--- config.mk ---
export PLATFORM = sky130hd
export DESIGN_NAME = sixrs_supervisor
export DESIGN_NICKNAME = d
export VERILOG_FILES = /design/src/shared/sixrs_pkg.sv /design/src/rtl/sixrs_supervisor.sv /design/src/rtl/sixrs_sync.sv /design/src/rtl/sixrs_rail.sv
export SDC_FILE = /design/constraint.sdc
export NUM_CORES = 1
export LEC_CHECK = 0
export ABC_AREA = 0
export BUFFER_PORTS_ARGS = -buffer_cell sky130_fd_sc_hd__buf_2
export CORE_MARGIN = 8
export CORE_UTILIZATION = 25
export CTS_CLUSTER_DIAMETER = 50
export DETAILED_ROUTE_END_ITERATION = 16
export PLACE_DENSITY_LB_ADDON = 0.2
export SYNTH_ARGS = -nofsm -noshare
export SYNTH_HDL_FRONTEND = slang
export SYNTH_HIERARCHICAL = 1
export SYNTH_SLANG_ARGS = --single-unit
--- constraint.sdc ---
create_clock -name I_CLK -period 17.3 [get_ports I_CLK]
set_clock_uncertainty 0.15 [all_clocks]
set_input_delay 2.595 -clock I_CLK [delete_from_list [all_inputs] [get_ports I_CLK]]
set_output_delay 2.595 -clock I_CLK [all_outputs]
set_load 0.02 [all_outputs]
--- src/shared/sixrs_pkg.sv ---
// Constants, types and timing figures of the six-rail supervisor
package sixrs_pkg;
  localparam int NUM_RAILS = 6;
  // Clock and short-circuit timing
  localparam int CLK_MHZ = 100;
  localparam int SHORT_TIME_US = 1400;
  localparam int SHORT_CYCLES = SHORT_TIME_US * CLK_MHZ;
  localparam int SHORT_CNT_W = 18;
  // Ramp durations in microseconds, index = 3*a + b
  localparam int RAMP_US [9] = '{1400, 2200, 2900, 3500, 4100, 5100, 5900, 7300, 8200};
  localparam int RAMP_NOM_US = 1400;
  localparam int RAMP_STEPS = 256;
  localparam int RAMP_W = 8;
  localparam int RAMP_DIV_W = 12;
  // Switching periods in cycles: 700 kHz and 350 kHz
  localparam int FAST_KHZ = 700;
  localparam int SLOW_KHZ = 350;
  localparam int FAST_PERIOD = (CLK_MHZ * 1000) / FAST_KHZ;
  localparam int SLOW_PERIOD = (CLK_MHZ * 1000) / SLOW_KHZ;
  localparam int PWM_W = 9;
  // Strap level encoding for the ramp selects
  localparam logic [1:0] STRAP_LOW = 2'h0;
  localparam logic [1:0] STRAP_MID = 2'h1;
  localparam logic [1:0] STRAP_HIGH = 2'h2;
  // Reset values
  localparam logic [5:0] PG_RESET = 6'h00;
  // Rail ramp states
  typedef enum logic [1:0] {RAIL_OFF, RAIL_UP, RAIL_ON, RAIL_DOWN} sixrs_rail_e;
endpackage : sixrs_pkg

--- src/rtl/sixrs_supervisor.sv ---
// Six-rail enable, power-good and fault supervisor top level
// Overview of operation
// RULE1 - Each rail follows its enable; one shared enable drives rails three and four.
// RULE2 - Enabled rail within 7% of target raises its power-good.
// RULE3 - Deviation beyond 10% drops power-good until back within 7%.
// RULE4 - Combined power-good is high only when rails three to six are good.
// RULE5 - Power-good high means good; open-drain pulled low otherwise.
// RULE6 - Supply undervoltage turns all switch drives off, non-latched.
// RULE7 - Input overvoltage turns all switch drives off, non-latched.
// RULE8 - Overtemperature turns all switch drives off, non-latched.
// RULE9 - Short timer counts while any rail output is low from short or overload.
// RULE10 - Low for 1.4 ms latches short fault and stops all drives.
// RULE11 - All enables low clears short latch; rails restart when re-enabled.
// RULE12 - Supply undervoltage then recovery also clears the short latch.
// RULE13 - Any output above 120% turns switch drives off, non-latched.
// RULE14 - During output overvoltage rail four keeps low-side on, high-side off.
// RULE15 - Output overvoltage shutdown releases below 103% of target.
// RULE16 - Rail four frequency select: high 700 kHz, low 350 kHz; others 700 kHz.
// RULE17 - Host keeps rail four at 700 kHz unless 0.75 V regulates poorly.
// RULE18 - Shared select high gives 1.8/0.9 V for rails three/four, low 1.5/0.75 V.
// RULE19 - Rail six select high gives 1.1 V, low gives 1.05 V.
// RULE20 - Both ramp selects low give a 1.4 ms ramp.
// RULE21 - Enable rise ramps reference up; fall ramps it down to zero.
// RULE22 - Two three-level ramp selects choose nine ramp times, 1.4 to 8.2 ms.
// RULE23 - Current limit is per rail but its output drop trips the short latch.
// RULE24 - Global shutdown overrides enables and forces power-good low.
// RULE25 - Short timer clears whenever no rail reports a low output.
`timescale 1ns/10ps
module sixrs_supervisor (
  // Clock and reset
  input  wire logic        I_CLK,
  input  wire logic        I_SYS_RST,
  // Rail enables
  input  wire logic        I_RAIL1_ENABLE,
  input  wire logic        I_RAIL2_ENABLE,
  input  wire logic        I_RAIL34_SHARED_ENABLE,
  input  wire logic        I_RAIL5_ENABLE,
  input  wire logic        I_RAIL6_ENABLE,
  // Preset selects and ramp straps
  input  wire logic        I_RAIL34_VOLTAGE_SELECT,
  input  wire logic        I_RAIL6_VOLTAGE_SELECT,
  input  wire logic        I_RAIL4_FREQUENCY_SELECT,
  input  wire logic [1:0]  I_RAMP_TIME_SELECT_A,
  input  wire logic [1:0]  I_RAMP_TIME_SELECT_B,
  // Supply and temperature comparators
  input  wire logic        I_SUPPLY_UNDERVOLTAGE,
  input  wire logic        I_INPUT_OVERVOLTAGE,
  input  wire logic        I_OVER_TEMPERATURE,
  // Per-rail output comparators, bit n is rail n+1
  input  wire logic [5:0]  I_RAIL_WITHIN_7,
  input  wire logic [5:0]  I_RAIL_OUTSIDE_10,
  input  wire logic [5:0]  I_RAIL_ABOVE_120,
  input  wire logic [5:0]  I_RAIL_BELOW_103,
  input  wire logic [5:0]  I_RAIL_OUTPUT_LOW,
  // Switch drives
  output logic [5:0]       O_HIGH_SIDE_ON,
  output logic [5:0]       O_LOW_SIDE_ON,
  // Power-good open-drain pins, enable low means pin pulled low
  output logic [5:0]       O_RAIL_POWER_GOOD,
  output logic [5:0]       O_RAIL_POWER_GOOD_OE_N,
  output logic             O_COMBINED_POWER_GOOD,
  output logic             O_COMBINED_POWER_GOOD_OE_N,
  // Presets and status
  output logic [1:0]       O_RAIL34_TARGET_HIGH,
  output logic             O_RAIL6_TARGET_HIGH,
  output logic             O_RAIL4_SLOW_CLOCK,
  output logic [5:0]       O_RAIL_PWM_CLOCK,
  output logic [47:0]      O_RAMP_LEVEL,
  output logic             O_SHORT_CIRCUIT_LATCH,
  output logic             O_OUTPUT_OVERVOLTAGE_GUARD,
  output logic             O_GLOBAL_SHUTDOWN
);
  // Synchronised pins
  logic [5:0]  en_s;
  logic [5:0]  sel_s;
  logic [3:0]  strap_s;
  logic [2:0]  flt_s;
  logic [5:0]  w7_s;
  logic [5:0]  o10_s;
  logic [5:0]  a120_s;
  logic [5:0]  b103_s;
  logic [5:0]  low_s;

  sixrs_sync #(.W(6)) u_sync_en (
    .I_CLK     (I_CLK),
    .I_SYS_RST (I_SYS_RST),
    .i_async   ({I_RAIL6_ENABLE, I_RAIL5_ENABLE, I_RAIL34_SHARED_ENABLE,
                 I_RAIL34_SHARED_ENABLE, I_RAIL2_ENABLE, I_RAIL1_ENABLE}),  // see RULE1
    .o_sync    (en_s)
  );
  sixrs_sync #(.W(6)) u_sync_sel (
    .I_CLK     (I_CLK),
    .I_SYS_RST (I_SYS_RST),
    .i_async   ({3'h0, I_RAIL34_VOLTAGE_SELECT, I_RAIL6_VOLTAGE_SELECT,
                 I_RAIL4_FREQUENCY_SELECT}),
    .o_sync    (sel_s)
  );
  sixrs_sync #(.W(4)) u_sync_strap (
    .I_CLK     (I_CLK),
    .I_SYS_RST (I_SYS_RST),
    .i_async   ({I_RAMP_TIME_SELECT_A, I_RAMP_TIME_SELECT_B}),
    .o_sync    (strap_s)
  );
  sixrs_sync #(.W(3)) u_sync_flt (
    .I_CLK     (I_CLK),
    .I_SYS_RST (I_SYS_RST),
    .i_async   ({I_OVER_TEMPERATURE, I_INPUT_OVERVOLTAGE, I_SUPPLY_UNDERVOLTAGE}),
    .o_sync    (flt_s)
  );
  sixrs_sync #(.W(30)) u_sync_cmp (
    .I_CLK     (I_CLK),
    .I_SYS_RST (I_SYS_RST),
    .i_async   ({I_RAIL_WITHIN_7, I_RAIL_OUTSIDE_10, I_RAIL_ABOVE_120,
                 I_RAIL_BELOW_103, I_RAIL_OUTPUT_LOW}),
    .o_sync    ({w7_s, o10_s, a120_s, b103_s, low_s})
  );

  wire supply_undervoltage_lockout = flt_s[0];
  wire input_overvoltage_guard = flt_s[1];
  wire otp = flt_s[2];
  wire fsel_fast = sel_s[0];
  wire sel6_high = sel_s[1];
  wire sel34_high = sel_s[2];

  // Fault state
  logic                              short_latch;
  logic                              ovp_active;
  logic                              supply_undervoltage_lockout_prev;
  logic [sixrs_pkg::SHORT_CNT_W-1:0] short_cnt;
  // Non-latched supply and thermal guards track their comparators directly
  wire supply_fault = supply_undervoltage_lockout || input_overvoltage_guard || otp;  // see RULE6 see RULE7 see RULE8
  wire all_off = supply_fault || short_latch;
  wire global_off = all_off || ovp_active;  // see RULE24
  wire any_low = |low_s;  // see RULE23
  wire all_enables_low = (en_s == 6'h00);
  wire supply_undervoltage_lockout_recovered = supply_undervoltage_lockout_prev && !supply_undervoltage_lockout;
  wire short_clear = all_enables_low || supply_undervoltage_lockout_recovered;  // see RULE11 see RULE12
  wire short_hit = (short_cnt == sixrs_pkg::SHORT_CNT_W'(sixrs_pkg::SHORT_CYCLES - 1));
  wire ovp_set = |a120_s;  // see RULE13
  wire ovp_release = (b103_s == 6'h3f);  // see RULE15

  always_ff @(posedge I_CLK) begin
    if (I_SYS_RST) begin
      short_cnt <= '0;
    end else if (!any_low || short_latch) begin
      short_cnt <= '0;  // see RULE25
    end else if (!short_hit) begin
      short_cnt <= short_cnt + 1'b1;  // see RULE9
    end
  end

  always_ff @(posedge I_CLK) begin
    if (I_SYS_RST) begin
      short_latch <= 1'b0;
      supply_undervoltage_lockout_prev   <= 1'b0;
      ovp_active  <= 1'b0;
    end else begin
      supply_undervoltage_lockout_prev <= supply_undervoltage_lockout;
      // Fresh trip wins over a simultaneous clear
      if (any_low && short_hit)
        short_latch <= 1'b1;  // see RULE10
      else if (short_clear)
        short_latch <= 1'b0;
      if (ovp_set)
        ovp_active <= 1'b1;
      else if (ovp_release)
        ovp_active <= 1'b0;
    end
  end

  // Ramp tick: ramp time / steps, chosen by the two three-level straps
  wire [1:0] sa = (strap_s[3:2] > sixrs_pkg::STRAP_HIGH) ? sixrs_pkg::STRAP_HIGH : strap_s[3:2];
  wire [1:0] sb = (strap_s[1:0] > sixrs_pkg::STRAP_HIGH) ? sixrs_pkg::STRAP_HIGH : strap_s[1:0];
  wire [3:0] ramp_idx = 4'(3 * sa + sb);  // see RULE22 see RULE20
  localparam int RAMP_DIV_BITS = sixrs_pkg::RAMP_DIV_W;
  logic [RAMP_DIV_BITS-1:0] ramp_div;
  wire [RAMP_DIV_BITS-1:0] ramp_limit = RAMP_DIV_BITS'(
    sixrs_pkg::RAMP_US[ramp_idx] * sixrs_pkg::CLK_MHZ / sixrs_pkg::RAMP_STEPS - 1);
  wire ramp_tick = (ramp_div >= ramp_limit);

  always_ff @(posedge I_CLK) begin
    if (I_SYS_RST)
      ramp_div <= '0;
    else if (ramp_tick)
      ramp_div <= '0;
    else
      ramp_div <= ramp_div + 1'b1;
  end

  // Rails
  logic [5:0]                  pg_raw;
  sixrs_pkg::sixrs_rail_e      rail_state [6];
  genvar g;
  generate
    for (g = 0; g < sixrs_pkg::NUM_RAILS; g++) begin : g_rail
      sixrs_rail u_rail (
        .I_CLK        (I_CLK),
        .I_SYS_RST    (I_SYS_RST),
        .i_enable     (en_s[g] && !all_off),
        .i_ramp_tick  (ramp_tick),
        .i_shutdown   (global_off),
        .i_within_7   (w7_s[g]),
        .i_outside_10 (o10_s[g]),
        .o_power_good (pg_raw[g]),
        .o_ramp_level (O_RAMP_LEVEL[g*8 +: 8]),
        .o_state      (rail_state[g])
      );
    end
  endgenerate

  // Switching clocks: rail four may run at half rate
  logic [sixrs_pkg::PWM_W-1:0] fast_cnt;
  logic [sixrs_pkg::PWM_W-1:0] slow_cnt;
  localparam logic [sixrs_pkg::PWM_W-1:0] FAST_LAST = sixrs_pkg::PWM_W'(sixrs_pkg::FAST_PERIOD - 1);
  localparam logic [sixrs_pkg::PWM_W-1:0] SLOW_LAST = sixrs_pkg::PWM_W'(sixrs_pkg::SLOW_PERIOD - 1);
  wire fast_half = (fast_cnt < sixrs_pkg::PWM_W'(sixrs_pkg::FAST_PERIOD / 2));
  wire slow_half = (slow_cnt < sixrs_pkg::PWM_W'(sixrs_pkg::SLOW_PERIOD / 2));
  wire rail4_clk = fsel_fast ? fast_half : slow_half;  // see RULE16

  always_ff @(posedge I_CLK) begin
    if (I_SYS_RST) begin
      fast_cnt <= '0;
      slow_cnt <= '0;
    end else begin
      fast_cnt <= (fast_cnt == FAST_LAST) ? '0 : fast_cnt + 1'b1;
      slow_cnt <= (slow_cnt == SLOW_LAST) ? '0 : slow_cnt + 1'b1;
    end
  end

  // Drive decisions
  wire [5:0] rail_run;
  generate
    for (g = 0; g < sixrs_pkg::NUM_RAILS; g++) begin : g_run
      assign rail_run[g] = (rail_state[g] != sixrs_pkg::RAIL_OFF);
    end
  endgenerate
  wire [5:0] next_hs = (all_off || ovp_active) ? 6'h00 : rail_run;
  wire [5:0] next_ls_base = (all_off || ovp_active) ? 6'h00 : rail_run;
  // Rail four pulls its output down through the low side on overvoltage
  wire [5:0] next_ls = (!all_off && ovp_active) ? 6'h08 : next_ls_base;  // see RULE14
  wire [5:0] next_pg = global_off ? 6'h00 : pg_raw;  // see RULE24
  wire next_all_pg = &next_pg[5:2];  // see RULE4

  always_ff @(posedge I_CLK) begin
    if (I_SYS_RST) begin
      O_HIGH_SIDE_ON             <= 6'h00;
      O_LOW_SIDE_ON              <= 6'h00;
      O_RAIL_POWER_GOOD          <= sixrs_pkg::PG_RESET;
      O_RAIL_POWER_GOOD_OE_N     <= 6'h00;
      O_COMBINED_POWER_GOOD      <= 1'b0;
      O_COMBINED_POWER_GOOD_OE_N <= 1'b0;
      O_RAIL34_TARGET_HIGH       <= 2'h0;
      O_RAIL6_TARGET_HIGH        <= 1'b0;
      O_RAIL4_SLOW_CLOCK         <= 1'b0;
      O_RAIL_PWM_CLOCK           <= 6'h00;
      O_SHORT_CIRCUIT_LATCH      <= 1'b0;
      O_OUTPUT_OVERVOLTAGE_GUARD <= 1'b0;
      O_GLOBAL_SHUTDOWN          <= 1'b0;
    end else begin
      O_HIGH_SIDE_ON             <= next_hs;  // see RULE6 see RULE10 see RULE13
      O_LOW_SIDE_ON              <= next_ls;
      O_RAIL_POWER_GOOD          <= 6'h00;  // see RULE5
      O_RAIL_POWER_GOOD_OE_N     <= next_pg;
      O_COMBINED_POWER_GOOD      <= 1'b0;
      O_COMBINED_POWER_GOOD_OE_N <= next_all_pg;
      O_RAIL34_TARGET_HIGH       <= {sel34_high, sel34_high};  // see RULE18
      O_RAIL6_TARGET_HIGH        <= sel6_high;  // see RULE19
      O_RAIL4_SLOW_CLOCK         <= !fsel_fast;
      O_RAIL_PWM_CLOCK           <= {fast_half, fast_half, rail4_clk,
                                     fast_half, fast_half, fast_half};
      O_SHORT_CIRCUIT_LATCH      <= short_latch;
      O_OUTPUT_OVERVOLTAGE_GUARD <= ovp_active;
      O_GLOBAL_SHUTDOWN          <= global_off;
    end
  end
endmodule : sixrs_supervisor

--- src/rtl/sixrs_sync.sv ---
// Two-flop synchroniser for asynchronous inputs
`timescale 1ns/10ps
module sixrs_sync #(
  parameter int W = 1
) (
  // Clock and reset
  input  wire logic         I_CLK,
  input  wire logic         I_SYS_RST,
  // Data
  input  wire logic [W-1:0] i_async,
  output logic      [W-1:0] o_sync
);
  logic [W-1:0] stage1;
  always_ff @(posedge I_CLK) begin
    if (I_SYS_RST) begin
      stage1 <= '0;
      o_sync <= '0;
    end else begin
      stage1 <= i_async;
      o_sync <= stage1;
    end
  end
endmodule : sixrs_sync

--- src/rtl/sixrs_rail.sv ---
// One rail: soft ramp state, ramp level and power-good window
`timescale 1ns/10ps
module sixrs_rail (
  // Clock and reset
  input  wire logic                          I_CLK,
  input  wire logic                          I_SYS_RST,
  // Control
  input  wire logic                          i_enable,
  input  wire logic                          i_ramp_tick,
  input  wire logic                          i_shutdown,
  // Analog comparator status
  input  wire logic                          i_within_7,
  input  wire logic                          i_outside_10,
  // Status
  output logic                               o_power_good,
  output logic [sixrs_pkg::RAMP_W-1:0]       o_ramp_level,
  output sixrs_pkg::sixrs_rail_e             o_state
);
  localparam logic [sixrs_pkg::RAMP_W-1:0] TOP = '1;
  sixrs_pkg::sixrs_rail_e next_state;
  wire at_top = (o_ramp_level == TOP);
  wire at_zero = (o_ramp_level == '0);
  wire active = (o_state != sixrs_pkg::RAIL_OFF) && !i_shutdown;
  // Ramp direction follows enable
  always_comb begin
    next_state = o_state;
    case (o_state)
      sixrs_pkg::RAIL_OFF:  if (i_enable) next_state = sixrs_pkg::RAIL_UP;
      sixrs_pkg::RAIL_UP:   if (!i_enable) next_state = sixrs_pkg::RAIL_DOWN;
                            else if (at_top) next_state = sixrs_pkg::RAIL_ON;
      sixrs_pkg::RAIL_ON:   if (!i_enable) next_state = sixrs_pkg::RAIL_DOWN;
      sixrs_pkg::RAIL_DOWN: if (i_enable) next_state = sixrs_pkg::RAIL_UP;
                            else if (at_zero) next_state = sixrs_pkg::RAIL_OFF;
      default:              next_state = sixrs_pkg::RAIL_OFF;
    endcase
  end
  always_ff @(posedge I_CLK) begin
    if (I_SYS_RST) begin
      o_state      <= sixrs_pkg::RAIL_OFF;
      o_ramp_level <= '0;
      o_power_good <= 1'b0;
    end else begin
      o_state <= next_state;  // see RULE21
      if (i_ramp_tick && o_state == sixrs_pkg::RAIL_UP && !at_top)
        o_ramp_level <= o_ramp_level + 1'b1;
      else if (i_ramp_tick && o_state == sixrs_pkg::RAIL_DOWN && !at_zero)
        o_ramp_level <= o_ramp_level - 1'b1;
      // Hysteretic window: set inside 7%, clear outside 10%
      if (!i_enable || !active)
        o_power_good <= 1'b0;  // see RULE24
      else if (i_outside_10)
        o_power_good <= 1'b0;  // see RULE3
      else if (i_within_7)
        o_power_good <= 1'b1;  // see RULE2
    end
  end
endmodule : sixrs_rail

; Yosys cells after proc, flatten, opt, wreduce, memory -nomap -nowiden
; Memories as Yosys holds them, arrays and structs flattened.
; Cells that the tools add are included.
[totals]
n_memories = 1
register_bits = 239
output_inout_bits = 87
romBits = 512
wordCells = 325
inputBits = 47
[mem_list]
columns = memory, words, word_bits, rd, rd_ports_with_merged_regs, write_ports, line_no
row1 = (name not given), 16, 32, 1, 0, 0, sixrs_supervisor.sv:178  ; sixrs_pkg::RAMP_US[ramp_idx] * sixrs_pkg::CLK_MHZ / sixrs_pkg::RAMP_STEPS - 1);
[op_classes]
n_bitwise = 2
n_lt_le_gt_ge = 6
multipliers = 2
mux = 66
n_addsub = 19
n_eq_ne = 52
n_reduce_logical = 129
[ops]
columns = cell, n
row1 = $mux 8, 12
row2 = $mux 2, 38
row3 = $mux 32, 2
row4 = $add 8x1->8 const B, 6
row5 = $eq 8x8->1 const B, 6
row6 = $logic_not 8->1, 6
row7 = $pmux 2 s4, 6
row8 = $sub 8x1->8 const B, 6
row9 = $logic_and 1x1->1, 39
row10 = $mul 32x6->30 const B, 1
row11 = $logic_not 1->1, 29
row12 = $reduce_and 4->1, 7
row13 = $reduce_bool 2->1, 14
row14 = $eq 2x2->1 const B, 12
row15 = $add 18x1->18 const B, 1
row16 = $add 9x1->9 const B, 2
row17 = $eq 18x18->1 const B, 1
row18 = $ne 3x1->1 const B, 6
row19 = $ne 3x3->1 const B, 6
row20 = $reduce_or 3->1, 6
row21 = $reduce_or 6->1, 3
row22 = $add 12x1->12, 1
row23 = $add 12x1->12 const B, 1
row24 = $eq 2x1->1 const B, 6
row25 = 22 further kinds, 59

; Longest topological paths before layout
; Gate-level depths: netlist (run 1).
[logic_depth]
depth_word = 18
depth_mapped = 35
depth_no_buf = 34

; Modules after synthesis
; Netlist (run 1), hierarchy kept.
[modules_own_cells]
columns = mod, instances, area_per_inst_um2, cells_per_inst, seq_area_each_um2
row1 = sixrs_supervisor, 1, 4968.5, 550, 1561.5
row2 = sixrs_rail (g_rail[1].u_rail ...), 4, 822.0, 87, 220.2
row3 = sixrs_sync (u_sync_cmp), 1, 1606.5, 126, 1201.2
row4 = sixrs_rail (g_rail[0].u_rail), 1, 832.0, 93, 220.2
row5 = sixrs_rail (g_rail[5].u_rail), 1, 787.0, 83, 220.2
row6 = sixrs_sync (u_sync_en ...), 2, 366.6, 25, 240.2
row7 = sixrs_sync (u_sync_strap), 1, 210.2, 16, 160.2
row8 = sixrs_sync (u_sync_flt), 1, 157.7, 12, 120.1

; Worst setup path before layout (run 1)
; OpenSTA, ideal clock, no wires.
[synth_timing]
path_type = flip-flop to flip-flop
from = reg u_sync_strap.o_sync[3]
to = reg g_rail[1].u_rail/o_ramp_level[7] in the netlist's numbering
arrival_time_ps = 8355
path_buffers = 1
stages_incl_launch_ff = 34
period_less_slack_ps = 8626
t_required_ps = 17029
setup_ps = 121
setup_slack_ps = 8674
path_cell_list = dfxtp_1 -> or2_2 -> ha_1 -> ha_1 -> inv_1 -> fa_1 -> clkbuf_1 -> nand2_1 -> o21ai_0 -> nand2_1 -> ha_1 -> inv_1 -> fa_1 -> inv_1 -> ha_1 -> ha_1 -> fa_1 -> a21o_1 -> a211oi_2 -> o211ai_1 -> a21oi_2 -> nand4_1 -> xnor3_1 -> ha_1 -> nand3_1 -> o41ai_1 -> or2_2 -> o211ai_1 -> ha_1 -> a211oi_1 -> nor3_1 -> a211oi_1 -> mux2i_1 -> mux2_2
[synth_via]
elab_chain_len = 17
elab_cells_between_ends = 20
classes_between = add/sub (3) / mul (2) / order compare (2) / mux (4) / bitwise (2) / reduce/logical (6) / memory (1)
[synth_rtl]
columns = element, line_no
row1 = "start, declared", sixrs_sync.sv:11  ; output logic [W-1:0] o_sync
row2 = "start signal, assigned", sixrs_sync.sv:20  ; o_sync <= stage1;
row3 = $gt 2x2->1, sixrs_supervisor.sv:172  ; wire [1:0] sa = (strap_s[3:2] > sixrs_pkg::STRAP_HIGH) ? sixrs_pkg::STRAP_HIGH : strap_s[3:2];
row4 = $mux 2 *, sixrs_supervisor.sv:172
row5 = $mul 2x2->4 *, sixrs_supervisor.sv:174  ; wire [3:0] ramp_idx = 4'(3 * sa + sb);
row6 = $add 4x2->4 *, sixrs_supervisor.sv:174
row7 = $not 4->5 (implied by the code) *, sixrs_supervisor.sv:178
row8 = $mem_v2 16x32 *, --
row9 = $mux 32 (implied by the code) * (2 in series), sixrs_supervisor.sv:178
row10 = $mul 32x6->30 *, sixrs_supervisor.sv:178
row11 = $reduce_or 6->1 (no source line), --
row12 = $and 1x1->1 (no source line), --
row13 = $add 12x1->12 (no source line) *, --
row14 = $sub 12x2->12 *, sixrs_supervisor.sv:178
row15 = $ge 12x12->1 *, sixrs_supervisor.sv:179  ; wire ramp_tick = (ramp_div >= ramp_limit);
row16 = named net ramp_tick, sixrs_supervisor.sv:179
row17 = "$logic_and 1x1->1, on equally long branches (2 in series)", "sixrs_rail.sv:44, sixrs_rail.sv:46"
row18 = $mux 8 / $reduce_bool 2->1 (equally long branches), --
row19 = "end signal, assigned", sixrs_rail.sv:45  ; o_ramp_level <= o_ramp_level + 1'b1;
row20 = "end signal, assigned", sixrs_rail.sv:47  ; o_ramp_level <= o_ramp_level - 1'b1;
row21 = "end, declared", sixrs_rail.sv:16  ; output logic [sixrs_pkg::RAMP_W-1:0] o_ramp_level,
; Mark *: on every way through the listed nets, which the timed path passes. The rest lies on a longest branch. The select of a mux whose other input is x is not followed.
; A chain may end at the register's enable or synchronous reset.

; Worst setup path in the final report (run 1)
[layout_timing]
from = reg u_sync_strap.o_sync[3]
to = reg g_rail[4].u_rail/o_ramp_level[7] in the netlist's numbering
[layout_via]
elab_chain_len = 17
elab_cells_between_ends = 20
classes_between = add/sub (3) / mul (2) / order compare (2) / mux (4) / bitwise (2) / reduce/logical (6) / memory (1)
[layout_rtl]
columns = element, line_no
row1 = $gt 2x2->1, sixrs_supervisor.sv:172
row2 = $mux 2 *, sixrs_supervisor.sv:172
row3 = $mul 2x2->4 *, sixrs_supervisor.sv:174
row4 = $add 4x2->4 *, sixrs_supervisor.sv:174
row5 = $not 4->5 (implied by the code) *, sixrs_supervisor.sv:178
row6 = $mem_v2 16x32 *, --
row7 = $mux 32 (implied by the code) * (2 in series), sixrs_supervisor.sv:178
row8 = $mul 32x6->30 *, sixrs_supervisor.sv:178
row9 = $reduce_or 6->1 (no source line), --
row10 = $and 1x1->1 (no source line), --
row11 = $add 12x1->12 (no source line) *, --
row12 = $sub 12x2->12 *, sixrs_supervisor.sv:178
row13 = $ge 12x12->1 *, sixrs_supervisor.sv:179
row14 = named net ramp_tick, sixrs_supervisor.sv:179
row15 = "$logic_and 1x1->1, on equally long branches (2 in series)", "sixrs_rail.sv:44, sixrs_rail.sv:46"
row16 = $mux 8 / $reduce_bool 2->1 (equally long branches), --
row17 = "end signal, assigned", sixrs_rail.sv:45
row18 = "end signal, assigned", sixrs_rail.sv:47
row19 = "end, declared", sixrs_rail.sv:16
; Marked as above.

==> results of run 1 <==
[placed cells by master, fill, tap and decap left out, types with 14 or more instances in the layout]
cell,count
dfxtp_1,236
ha_1,124
xnor2_1,38
a21oi_1,56
nor3_1,18
mux2i_1,33
inv_1,60
buf_2,125
o211ai_1,17
nor2b_1,93
a211oi_1,19
nand3_1,32
fa_1,14
nand4_1,18
o21ai_0,22
nand2_1,40
xor2_1,39
nor4_1,32
mux2_2,14
nor2_1,97
clkbuf_16,40
and2_1,23
o21a_1,17
a21o_1,17
[power breakdown]
group          internal, mW  switching (mW)  leakage [nW]
Clock                 0.557           0.291         0.694
Sequential            0.574          0.0254          1.93
Combinational         0.224           0.294          4.02
Total                  1.36           0.611          6.64
[worst max-delay path, delay by kind of cell (launching register included)]
kind	cells	cell delay, ns
adder cells (fa/ha/maj)	9	3.42
AO/OA/AOI/OAI	8	2.44
AND/OR/NAND/NOR	7	2.26
multiplexers	2	0.59
XOR/XNOR	1	0.35
flip-flops	1	0.31
buffers and inverters	1	0.06
[flip-flops by register name, summed over array words and instances (netlist names), 4 cells and up]
register,flops
O_HIGH_SIDE_ON,6
O_LOW_SIDE_ON,6
O_RAIL_POWER_GOOD_OE_N,6
fast_cnt,9
g_rail.u_rail/o_power_good,6
g_rail.u_rail/o_ramp_level,48
g_rail.u_rail/o_state,12
ramp_div,12
short_cnt,18
slow_cnt,9
u_sync_cmp/o_sync,30
u_sync_cmp/stage1,30
u_sync_en/o_sync,6
u_sync_en/stage1,6
u_sync_strap/o_sync,4
u_sync_strap/stage1,4
[per-layer routing]
metal / part of all wire / wire (um) / vias up / track usage
met5: 0 / 0 / - / 0
met4: 0.025 / 738 / 0 / 0.0368
met3: 0.052 / 1500 / 49 / 0.0288
met2: 0.43 / 12500 / 174 / 0.159
met1: 0.49 / 14200 / 4287 / 0.132
li1: - / - / 4752 / -
[worst max path at each step]
stage	end	slack [ns]	depth (start not counted)
after floorplan	g_rail[1].u_rail/o_ramp_level[7]	8.67	33
after global placement	g_rail[2].u_rail/o_ramp_level[7]	7.74	32
after detailed placement	g_rail[4].u_rail/o_ramp_level[7]	7.62	28
after CTS	g_rail[4].u_rail/o_ramp_level[7]	7.58	32
after global routing	g_rail[1].u_rail/o_ramp_level[7]	6.94	32
final	g_rail[4].u_rail/o_ramp_level[7]	7.61	28
[stage by stage]
stage,total power [mW],setup WS (ns),utilization
final,1.97,7.61,0.310
after global routing,2.10,6.94,0.310
after CTS,2.00,7.58,0.310
after detailed placement,1.13,7.62,0.280
after global placement,1.13,7.74,0.280
after floorplan,1.02,8.67,-
[layout make-up]
cell class,instances,area share
Sequential cell,236,0.312
Clock buffer,50,0.0718
Multi-Input combinational cell,937,0.480
Tap cell,664,0.0548
Inverter,60,0.0149
Timing Repair Buffer,130,0.0440
Clock inverter,22,0.0230
==> metrics.csv, run 1 <==
metric,value,unit
Vias/cell,4.41,
Die Y,239,um
Clock transition at path regs,0.05,ns
reg2reg start,u_sync_strap/o_sync[3],
Syn Area/Cell,9.80,um2
H-tree depth,2,
gr ovfl total,0,
Worst Reg-to-Reg Cells,28,
critical path arrival,9.97,ns
register area,4720,um2
Post-DP HPWL,21.0,mm
Hold/Removal Path Class,reg2reg,
TritonRoute pass-1 iters,4,
Max Freq,103,MHz
reg2reg end,g_rail[4].u_rail/o_ramp_level[7],
Final Cycle Share,0.560,
1st-iter DRT viols,394,
Num CTS Buffers,40,
Final Hold Viols,0,
max-cap violations,0,
# Post-CTS Setup Buffers,0,
design area,15200,um2
Worst IR Drop VDD,0.0000695,V
CP Class,reg2reg,
placed cells,2027,
YS warnings,6,
PwrDens,130,nW/um2
Worst-Skew Late Latency,0.55,ns
Worst slew margin,0.402,
GPL Wtd Cong,0.766,
element type at the critical path end,flip-flop,
first-pass GRT wire length,48.1,mm
minimum hold slack,0.239,ns
Pleak,6.64,nW
hold path start,u_sync_cmp/o_sync[20],
area of the multi-input gates,7270,um2
Initial Util,0.253,
PortBufs,126,
cell repeated most along the worst path,ha_1,
DR DRC count,0,
# clock sinks,236,
row cnt,81,
Routed WL,29.0,mm
clock tree root buffer cell,clkbuf_16,
Synth Cell Area,12400,um2
status,completed,
Finish-stage setup viols,0,
layout cells sized above 1,0.187,
Tmin final,9.69,ns
Final ANT Viol Nets,0,
Ant. Diodes,0,
pin count of the biggest net entering global routing,95,
hold depth,1,
CP peak stage delay,0.71,ns
vias in the first global route,9447,
area grow syn2layout,22.2,%
placed cell area,13700,um2
initial antenna violation count,0,
I/O pin count,134,
Post-Synthesis Cells,1266,
CP Max Fanout,22,
Resize count post-CTS,0,
WL/cell,13.8,um
max-slew violation count,0,
worst slew pin tran,0.893,ns
CTS tree,done,
setup TNS,0,ns
via count,9262,
fill cell count,5086,
Die ar.,57000,um2
RSZ-0062 raised after global routing,no,
"Cell Count, Final, Fillers Out",2099,
die width,239,um
Post-CTS Hold Buffers,0,
slowest cell on the critical path,or2_2,
Worst Setup SP,u_sync_strap/o_sync[3],
Total Nets Final,1590,
total track usage,0.102,
crit start category,flip-flop,
core area,49000,um2
Crit path required time,17.58,ns
flop-to-flop setup slack,7.61,ns
Hold EP,g_rail[2].u_rail/o_power_good,
Longest Clk Path Bufs,3,
Power figures use the tool's default switching activity.
==> run 2, diff against run 1 <==
==> constraint.sdc (replaced) <==
create_clock -name I_CLK -period 9.4 [get_ports I_CLK]
set_clock_uncertainty 0.15 [all_clocks]
set_input_delay 1.41 -clock I_CLK [delete_from_list [all_inputs] [get_ports I_CLK]]
set_output_delay 1.41 -clock I_CLK [all_outputs]
set_load 0.02 [all_outputs]
==> run 2 against run 1 <==
Total power grew 80%. Register-to-register slack got worse by 7.0 ns. Core utilization about the same. Setup slack worse by 7.0 ns. Final cell count grew 0.43%.
==> metrics.csv, run 2 (same netlist as run 1, synthesis figures left out) <==
metric,value,unit,change
Max Freq,114,MHz,+11%
Pleak,6.65,nW,+0.10%
Setup WS pre-CTS,0.229,ns,-7.39 ns
pin count of the biggest net entering global routing,93,,-2.1%
Regs by FF count,"g_rail.u_rail/o_ramp_level x48, u_sync_cmp/o_sync x30, u_sync_cmp/stage1 x30",,
PwrDens,233,nW/um2,+80%
GPL Wtd Cong,0.767,,+0.13%
Worst-Skew Late Latency,0.54,ns,about the same
status,completed,,
# clock sinks,236,,unchanged
layout cells sized above 1,0.192,,+0.00507
clock tree root buffer cell,clkbuf_16,,
initial antenna violation count,0,,unchanged
I/O pin count,134,,unchanged
worst slew pin tran,0.780,ns,-0.113 ns
"leading cell types in the layout, fill and taps excluded","dfxtp_1 (236), buf_2 (125), ha_1 (124), nor2_1 (97), nor2b_1 (93)",,
Total Nets Final,1600,,+0.63%
vias in the first global route,9136,,-3.3%
Setup WS post-layout,0.652,ns,-6.96 ns
Die Y,239,um,unchanged
1st-iter DRT viols,377,,-4.3%
total track usage,0.101,,-0.000519
CTS tree,done,,
Final Hold Viols,0,,unchanged
CP Max Fanout,15,,-32%
gr ovfl total,0,,unchanged
die width,239,um,unchanged
Clock Power Share,0.417,,-0.014
element type at the critical path end,flip-flop,,
area grow syn2layout,22.3,%,about the same
slowest cell on the critical path,fa_1,,
Top reg by flops,g_rail.u_rail/o_ramp_level,,
Vias/cell,4.39,,-0.56%
Hold/Removal Path Class,reg2reg,,
H-tree depth,2,,unchanged
Final ANT Viol Nets,0,,unchanged
part of the power in registers,0.312,,+0.007
final core utilization,0.310,,about the same
row cnt,81,,unchanged
cell repeated most along the worst path,ha_1,,
setup TNS,0,ns,unchanged
design area,15200,um2,about the same
Worst IR Drop VDD,0.000111,V,+60%
DR DRC count,0,,unchanged
Num CTS Buffers,38,,-5.0%
Pwr Total,3.54,mW,+80%
Int Power,2.43,mW,+79%
crit start category,flip-flop,,
Post-CTS Hold Buffers,0,,unchanged
Worst slew margin,0.479,,+0.0773
placed cell area,13700,um2,+0.22%
"leading cell type in the layout, fill and taps excluded",dfxtp_1,,
Switch Pwr,1.11,mW,+81%
Die ar.,57000,um2,unchanged
max-slew violation count,0,,unchanged
Finish-stage setup viols,0,,unchanged
Initial Util,0.253,,unchanged
CP peak stage delay,0.70,ns,about the same
Final Cycle Share,0.931,,+0.371
Longest Clk Path Bufs,3,,unchanged
first-pass GRT wire length,47.5,mm,-1.1%
Clock transition at path regs,0.06,ns,about the same
Ant. Diodes,0,,unchanged
TritonRoute pass-1 iters,5,,+1
Crit path required time,9.68,ns,-7.90 ns
logic gate share of total power,0.271,,+0.007
core area,49000,um2,unchanged
Largest register FFs,48,,unchanged
sw frac,0.313,,+0.00227
max-cap violations,0,,unchanged
RSZ-0062 raised after global routing,no,,
via count,9250,,-0.13%
Tmin final,8.75,ns,-0.939 ns
flop-to-flop setup slack,0.65,ns,-6.96 ns
Post-DP HPWL,21.2,mm,+0.95%
WL/cell,13.7,um,-1.0%
Routed WL,28.8,mm,-0.59%
CP Class,reg2reg,,
critical path arrival,9.03,ns,-0.94 ns
PortBufs,126,,unchanged
[run 2: worst max-delay path: cells and delay by family, from the launching register on]
kind,cells,cell delay (ns)
buffers and inverters,4,0.30
xor gates and xnor gates,1,0.36
AOI/OAI and AO/OA,9,2.08
adders and majority gates,10,3.55
muxes,2,0.62
and+or+nand+nor,7,1.26
DFF,1,0.31
[run 2: area by class of cell]
| cell class | instances | area [um2] |
|---|---|---|
| Timing Repair Buffer | 142 | 757 |
| Clock inverter | 21 | 322 |
| Fill cell | 5059 | 33800 |
| Tap cell | 664 | 831 |
| Inverter | 60 | 225 |
| Clock buffer | 48 | 1040 |
| Multi-Input combinational cell | 937 | 7270 |
| Sequential cell | 236 | 4720 |
[run 2: final timing paths]
path | startpoint | to | depth (start not counted)
max | u_sync_strap/o_sync[3] | g_rail[5].u_rail/o_ramp_level[7] | 33
min | u_sync_cmp/o_sync[21] | g_rail[3].u_rail/o_power_good | 1
max reg2reg | u_sync_strap/o_sync[3] | g_rail[5].u_rail/o_ramp_level[7] | 33
min reg2reg | u_sync_cmp/o_sync[21] | g_rail[3].u_rail/o_power_good | 1
[run 2: what timing repair did]
item	CTS	global route
buffers inserted	0	8
gates resized for setup	0	1
endpoints found under the hold margin	0	0
endpoints found under the setup margin	0	15
[run 2: per-stage QoR]
step	cells	hold WS (ns)
floorplan	1272	0.225
global placement	2031	0.232
finish	2108	0.243
detailed placement	2031	0.236
global route	2108	0.255
CTS	2100	0.246
[run 2: power groups by stage]
stage / Clock [mW] / Sequential, mW / Combinational, mW
after floorplan: 0 / 1.12 / 0.754
after global placement: 0 / 1.12 / 0.961
after detailed placement: 0 / 1.12 / 0.962
after CTS: 1.54 / 1.10 / 0.972
after global routing: 1.58 / 1.11 / 1.09
final: 1.48 / 1.10 / 0.959
[run 2: metal layers]
| layer | vias up | part of all wire | global-route usage |
|---|---|---|---|
| li1 | 4785 | - | - |
| met1 | 4255 | 0.49 | 0.136 |
| met2 | 159 | 0.43 | 0.153 |
| met3 | 51 | 0.054 | 0.0274 |
| met4 | 0 | 0.025 | 0.0365 |
| met5 | - | 0 | 0 |
==> run 3, diff against run 2 <==
--- a/config.mk
+++ b/config.mk
@@ -5,9 +5,8 @@
 export SDC_FILE = /design/constraint.sdc
 export NUM_CORES = 1
 export LEC_CHECK = 0
-export ABC_AREA = 0
 export BUFFER_PORTS_ARGS = -buffer_cell sky130_fd_sc_hd__buf_2
-export CORE_MARGIN = 8
+export CORE_MARGIN = 3
 export CORE_UTILIZATION = 25
 export CTS_CLUSTER_DIAMETER = 50
 export DETAILED_ROUTE_END_ITERATION = 16
==> constraint.sdc (replaced) <==
create_clock -name I_CLK -period 9.2 [get_ports I_CLK]
set_clock_uncertainty 0.15 [all_clocks]
set_input_delay 1.38 -clock I_CLK [delete_from_list [all_inputs] [get_ports I_CLK]]
set_output_delay 1.38 -clock I_CLK [all_outputs]
set_load 0.02 [all_outputs]
==> run 3 against run 2 <==
Core utilization up 0.27 points. Global-route usage is 0.85 points higher. Setup slack got worse by 0.13 ns. Via count grew 0.27%.
==> metrics.csv, run 3 (same netlist as run 1, synthesis figures left out) <==
metric,value,unit,change
CP peak stage delay,0.52,ns,-0.18 ns
Clock transition at path regs,0.05,ns,about the same
pin count of the biggest net entering global routing,80,,-14%
vias in the first global route,9371,,+2.6%
Routed WL,28.8,mm,-0.12%
CP bufs+invs,5,,+1
1st-iter DRT viols,386,,+2.4%
Worst-Skew Late Latency,0.54,ns,about the same
placed cells,2035,,+0.20%
Num CTS Buffers,40,,+5.3%
die width,229,um,-4.2%
Post-DP HPWL,20.8,mm,-1.8%
max layer used,met5,,
core area,49000,um2,unchanged
Die ar.,52300,um2,-8.2%
Ant. Diodes,0,,unchanged
I/O pin count,134,,unchanged
Die Y,229,um,-4.2%
WL/cell,13.6,um,-0.50%
"leading cell type in the layout, fill and taps excluded",dfxtp_1,,
TritonRoute pass-1 iters,5,,unchanged
CTS tree,done,,
area grow syn2layout,23.4,%,
slowest cell on the critical path,fa_2,,
minimum hold slack,0.239,ns,-0.00426 ns
element type at the critical path end,flip-flop,,
fill cell count,5130,,+1.4%
wl on met1,13.7,mm,-3.9%
total track usage,0.110,,+0.00849
Hold EP,g_rail[3].u_rail/o_power_good,,
Setup WS pre-CTS,-0.205,ns,-0.434 ns
Pwr Total,3.71,mW,+4.8%
Final Cycle Share,0.943,,+0.0125
Top reg by flops,g_rail.u_rail/o_ramp_level,,
Detail Route met3 WL,1.53,mm,-1.1%
Max Freq,115,MHz,+0.81%
max-cap violations,0,,unchanged
Top Family by Delay on Critical Path,adder cells,,
area of the multi-input gates,7280,um2,+0.14%
reg2reg end,g_rail[2].u_rail/o_ramp_level[6],,
Tmin final,8.68,ns,-0.0707 ns
register area,4720,um2,unchanged
Initial Util,0.253,,unchanged
Worst IR Drop VDD,0.000114,V,+2.2%
hold path start,u_sync_cmp/o_sync[21],,
critical path arrival,8.91,ns,-0.12 ns
# clock sinks,236,,unchanged
cell repeated most along the worst path,ha_1,,
Setup WS post-layout,0.523,ns,-0.129 ns
Finish-stage setup viols,0,,unchanged
RSZ-0062 raised after global routing,no,,
CP Max Fanout,11,,-4
Longest Clk Path Bufs,3,,unchanged
first-pass GRT wire length,47.4,mm,-0.39%
Final Hold Viols,0,,unchanged
setup TNS,0,ns,unchanged
Post-CTS Hold Buffers,0,,unchanged
Crit path required time,9.43,ns,-0.25 ns
worst slew pin tran,0.856,ns,+0.0764 ns
WL met2,12.7,mm,+3.5%
H-tree depth,2,,unchanged
crit start category,flip-flop,,
status,completed,,
reg2reg start,u_sync_strap/o_sync[3],,
hold depth,1,,unchanged
row cnt,81,,unchanged
initial antenna violation count,1,,+1
layout cells sized above 1,0.200,,+0.00790
"Cell Count, Final, Fillers Out",2116,,+0.38%
max-slew violation count,0,,unchanged
Regs by FF count,"g_rail.u_rail/o_ramp_level x48, u_sync_cmp/o_sync x30, u_sync_cmp/stage1 x30",,
clock tree root buffer cell,clkbuf_16,,
via count,9275,,+0.27%
Pleak,6.72,nW,+1.2%
Worst slew margin,0.429,,-0.0504
Worst Reg-to-Reg Cells,33,,unchanged
Total Nets Final,1610,,+0.63%
PortBufs,126,,unchanged
flop-to-flop setup slack,0.52,ns,-0.13 ns
Hold/Removal Path Class,reg2reg,,
PwrDens,242,nW/um2,+3.9%
GPL Wtd Cong,0.770,,+0.27%
"leading cell types in the layout, fill and taps excluded","dfxtp_1 (236), buf_2 (125), ha_1 (124), nor2_1 (96), nor2b_1 (93)",,
Largest register FFs,48,,unchanged
Vias/cell,4.38,,-0.11%
Final ANT Viol Nets,0,,unchanged
DR DRC count,0,,unchanged
CP Class,reg2reg,,
gr ovfl total,0,,unchanged
-- run 3: changes by cell type in the layout (fill, tap and decap cells not counted), moves of 2 or more --
cell       before  now
clkbuf_1        5    2
buf_4          16   24
clkbuf_8        5    3
clkinv_4        1    4
clkbuf_16      38   41
inv_8           1    3
-- run 3: per-layer routing --
layer | vias up | track usage
met2 | 161 | 0.175
met5 | - | 0
met4 | 2 | 0.0426
met3 | 53 | 0.0300
li1 | 4799 | -
met1 | 4260 | 0.141
-- run 3: worst max path at each step --
| stage | start | end | slack (ns) | cells past startpoint |
|---|---|---|---|---|
| after floorplan | u_sync_strap/o_sync[3] | g_rail[1].u_rail/o_ramp_level[7] | 0.57 | 33 |
| after global placement | u_sync_strap/o_sync[3] | g_rail[2].u_rail/o_ramp_level[7] | 0.01 | 32 |
| after detailed placement | u_sync_strap/o_sync[3] | g_rail[4].u_rail/o_ramp_level[7] | -0.21 | 32 |
| after CTS | u_sync_strap/o_sync[3] | g_rail[1].u_rail/o_ramp_level[7] | 0.12 | 32 |
| after global routing | u_sync_strap/o_sync[3] | g_rail[5].u_rail/o_ramp_level[7] | 0.006 | 34 |
| final | u_sync_strap/o_sync[3] | g_rail[2].u_rail/o_ramp_level[6] | 0.52 | 33 |
-- run 3: final cells by class --
cell class / instances / area share
timing repair buffer: 150 / 0.0534
inverter: 60 / 0.0147
multi-input combinational: 937 / 0.476
clock inverter: 23 / 0.0228
sequential: 236 / 0.309
clock buffer: 46 / 0.0702
tap: 664 / 0.0543
-- run 3: where the power goes --
part / switching (mW) / internal, mW
clock: 0.547 / 1.04
combinational: 0.559 / 0.430
sequential: 0.0479 / 1.08
total: 1.15 / 2.55
-- run 3: stage by stage --
step / utilization / cell area, um2
after floorplan: - / 12400
after global placement: 0.281 / 13800
after detailed placement: 0.281 / 13800
after CTS: 0.311 / 15200
after global routing: 0.313 / 15300
final: 0.313 / 15300
-- run 3: timing repair --
action,CTS,global route
setup endpoints to repair,12,17
buffers inserted,3,9
hold endpoints to repair,0,0
resized for setup,2,2
pin swaps,1,4
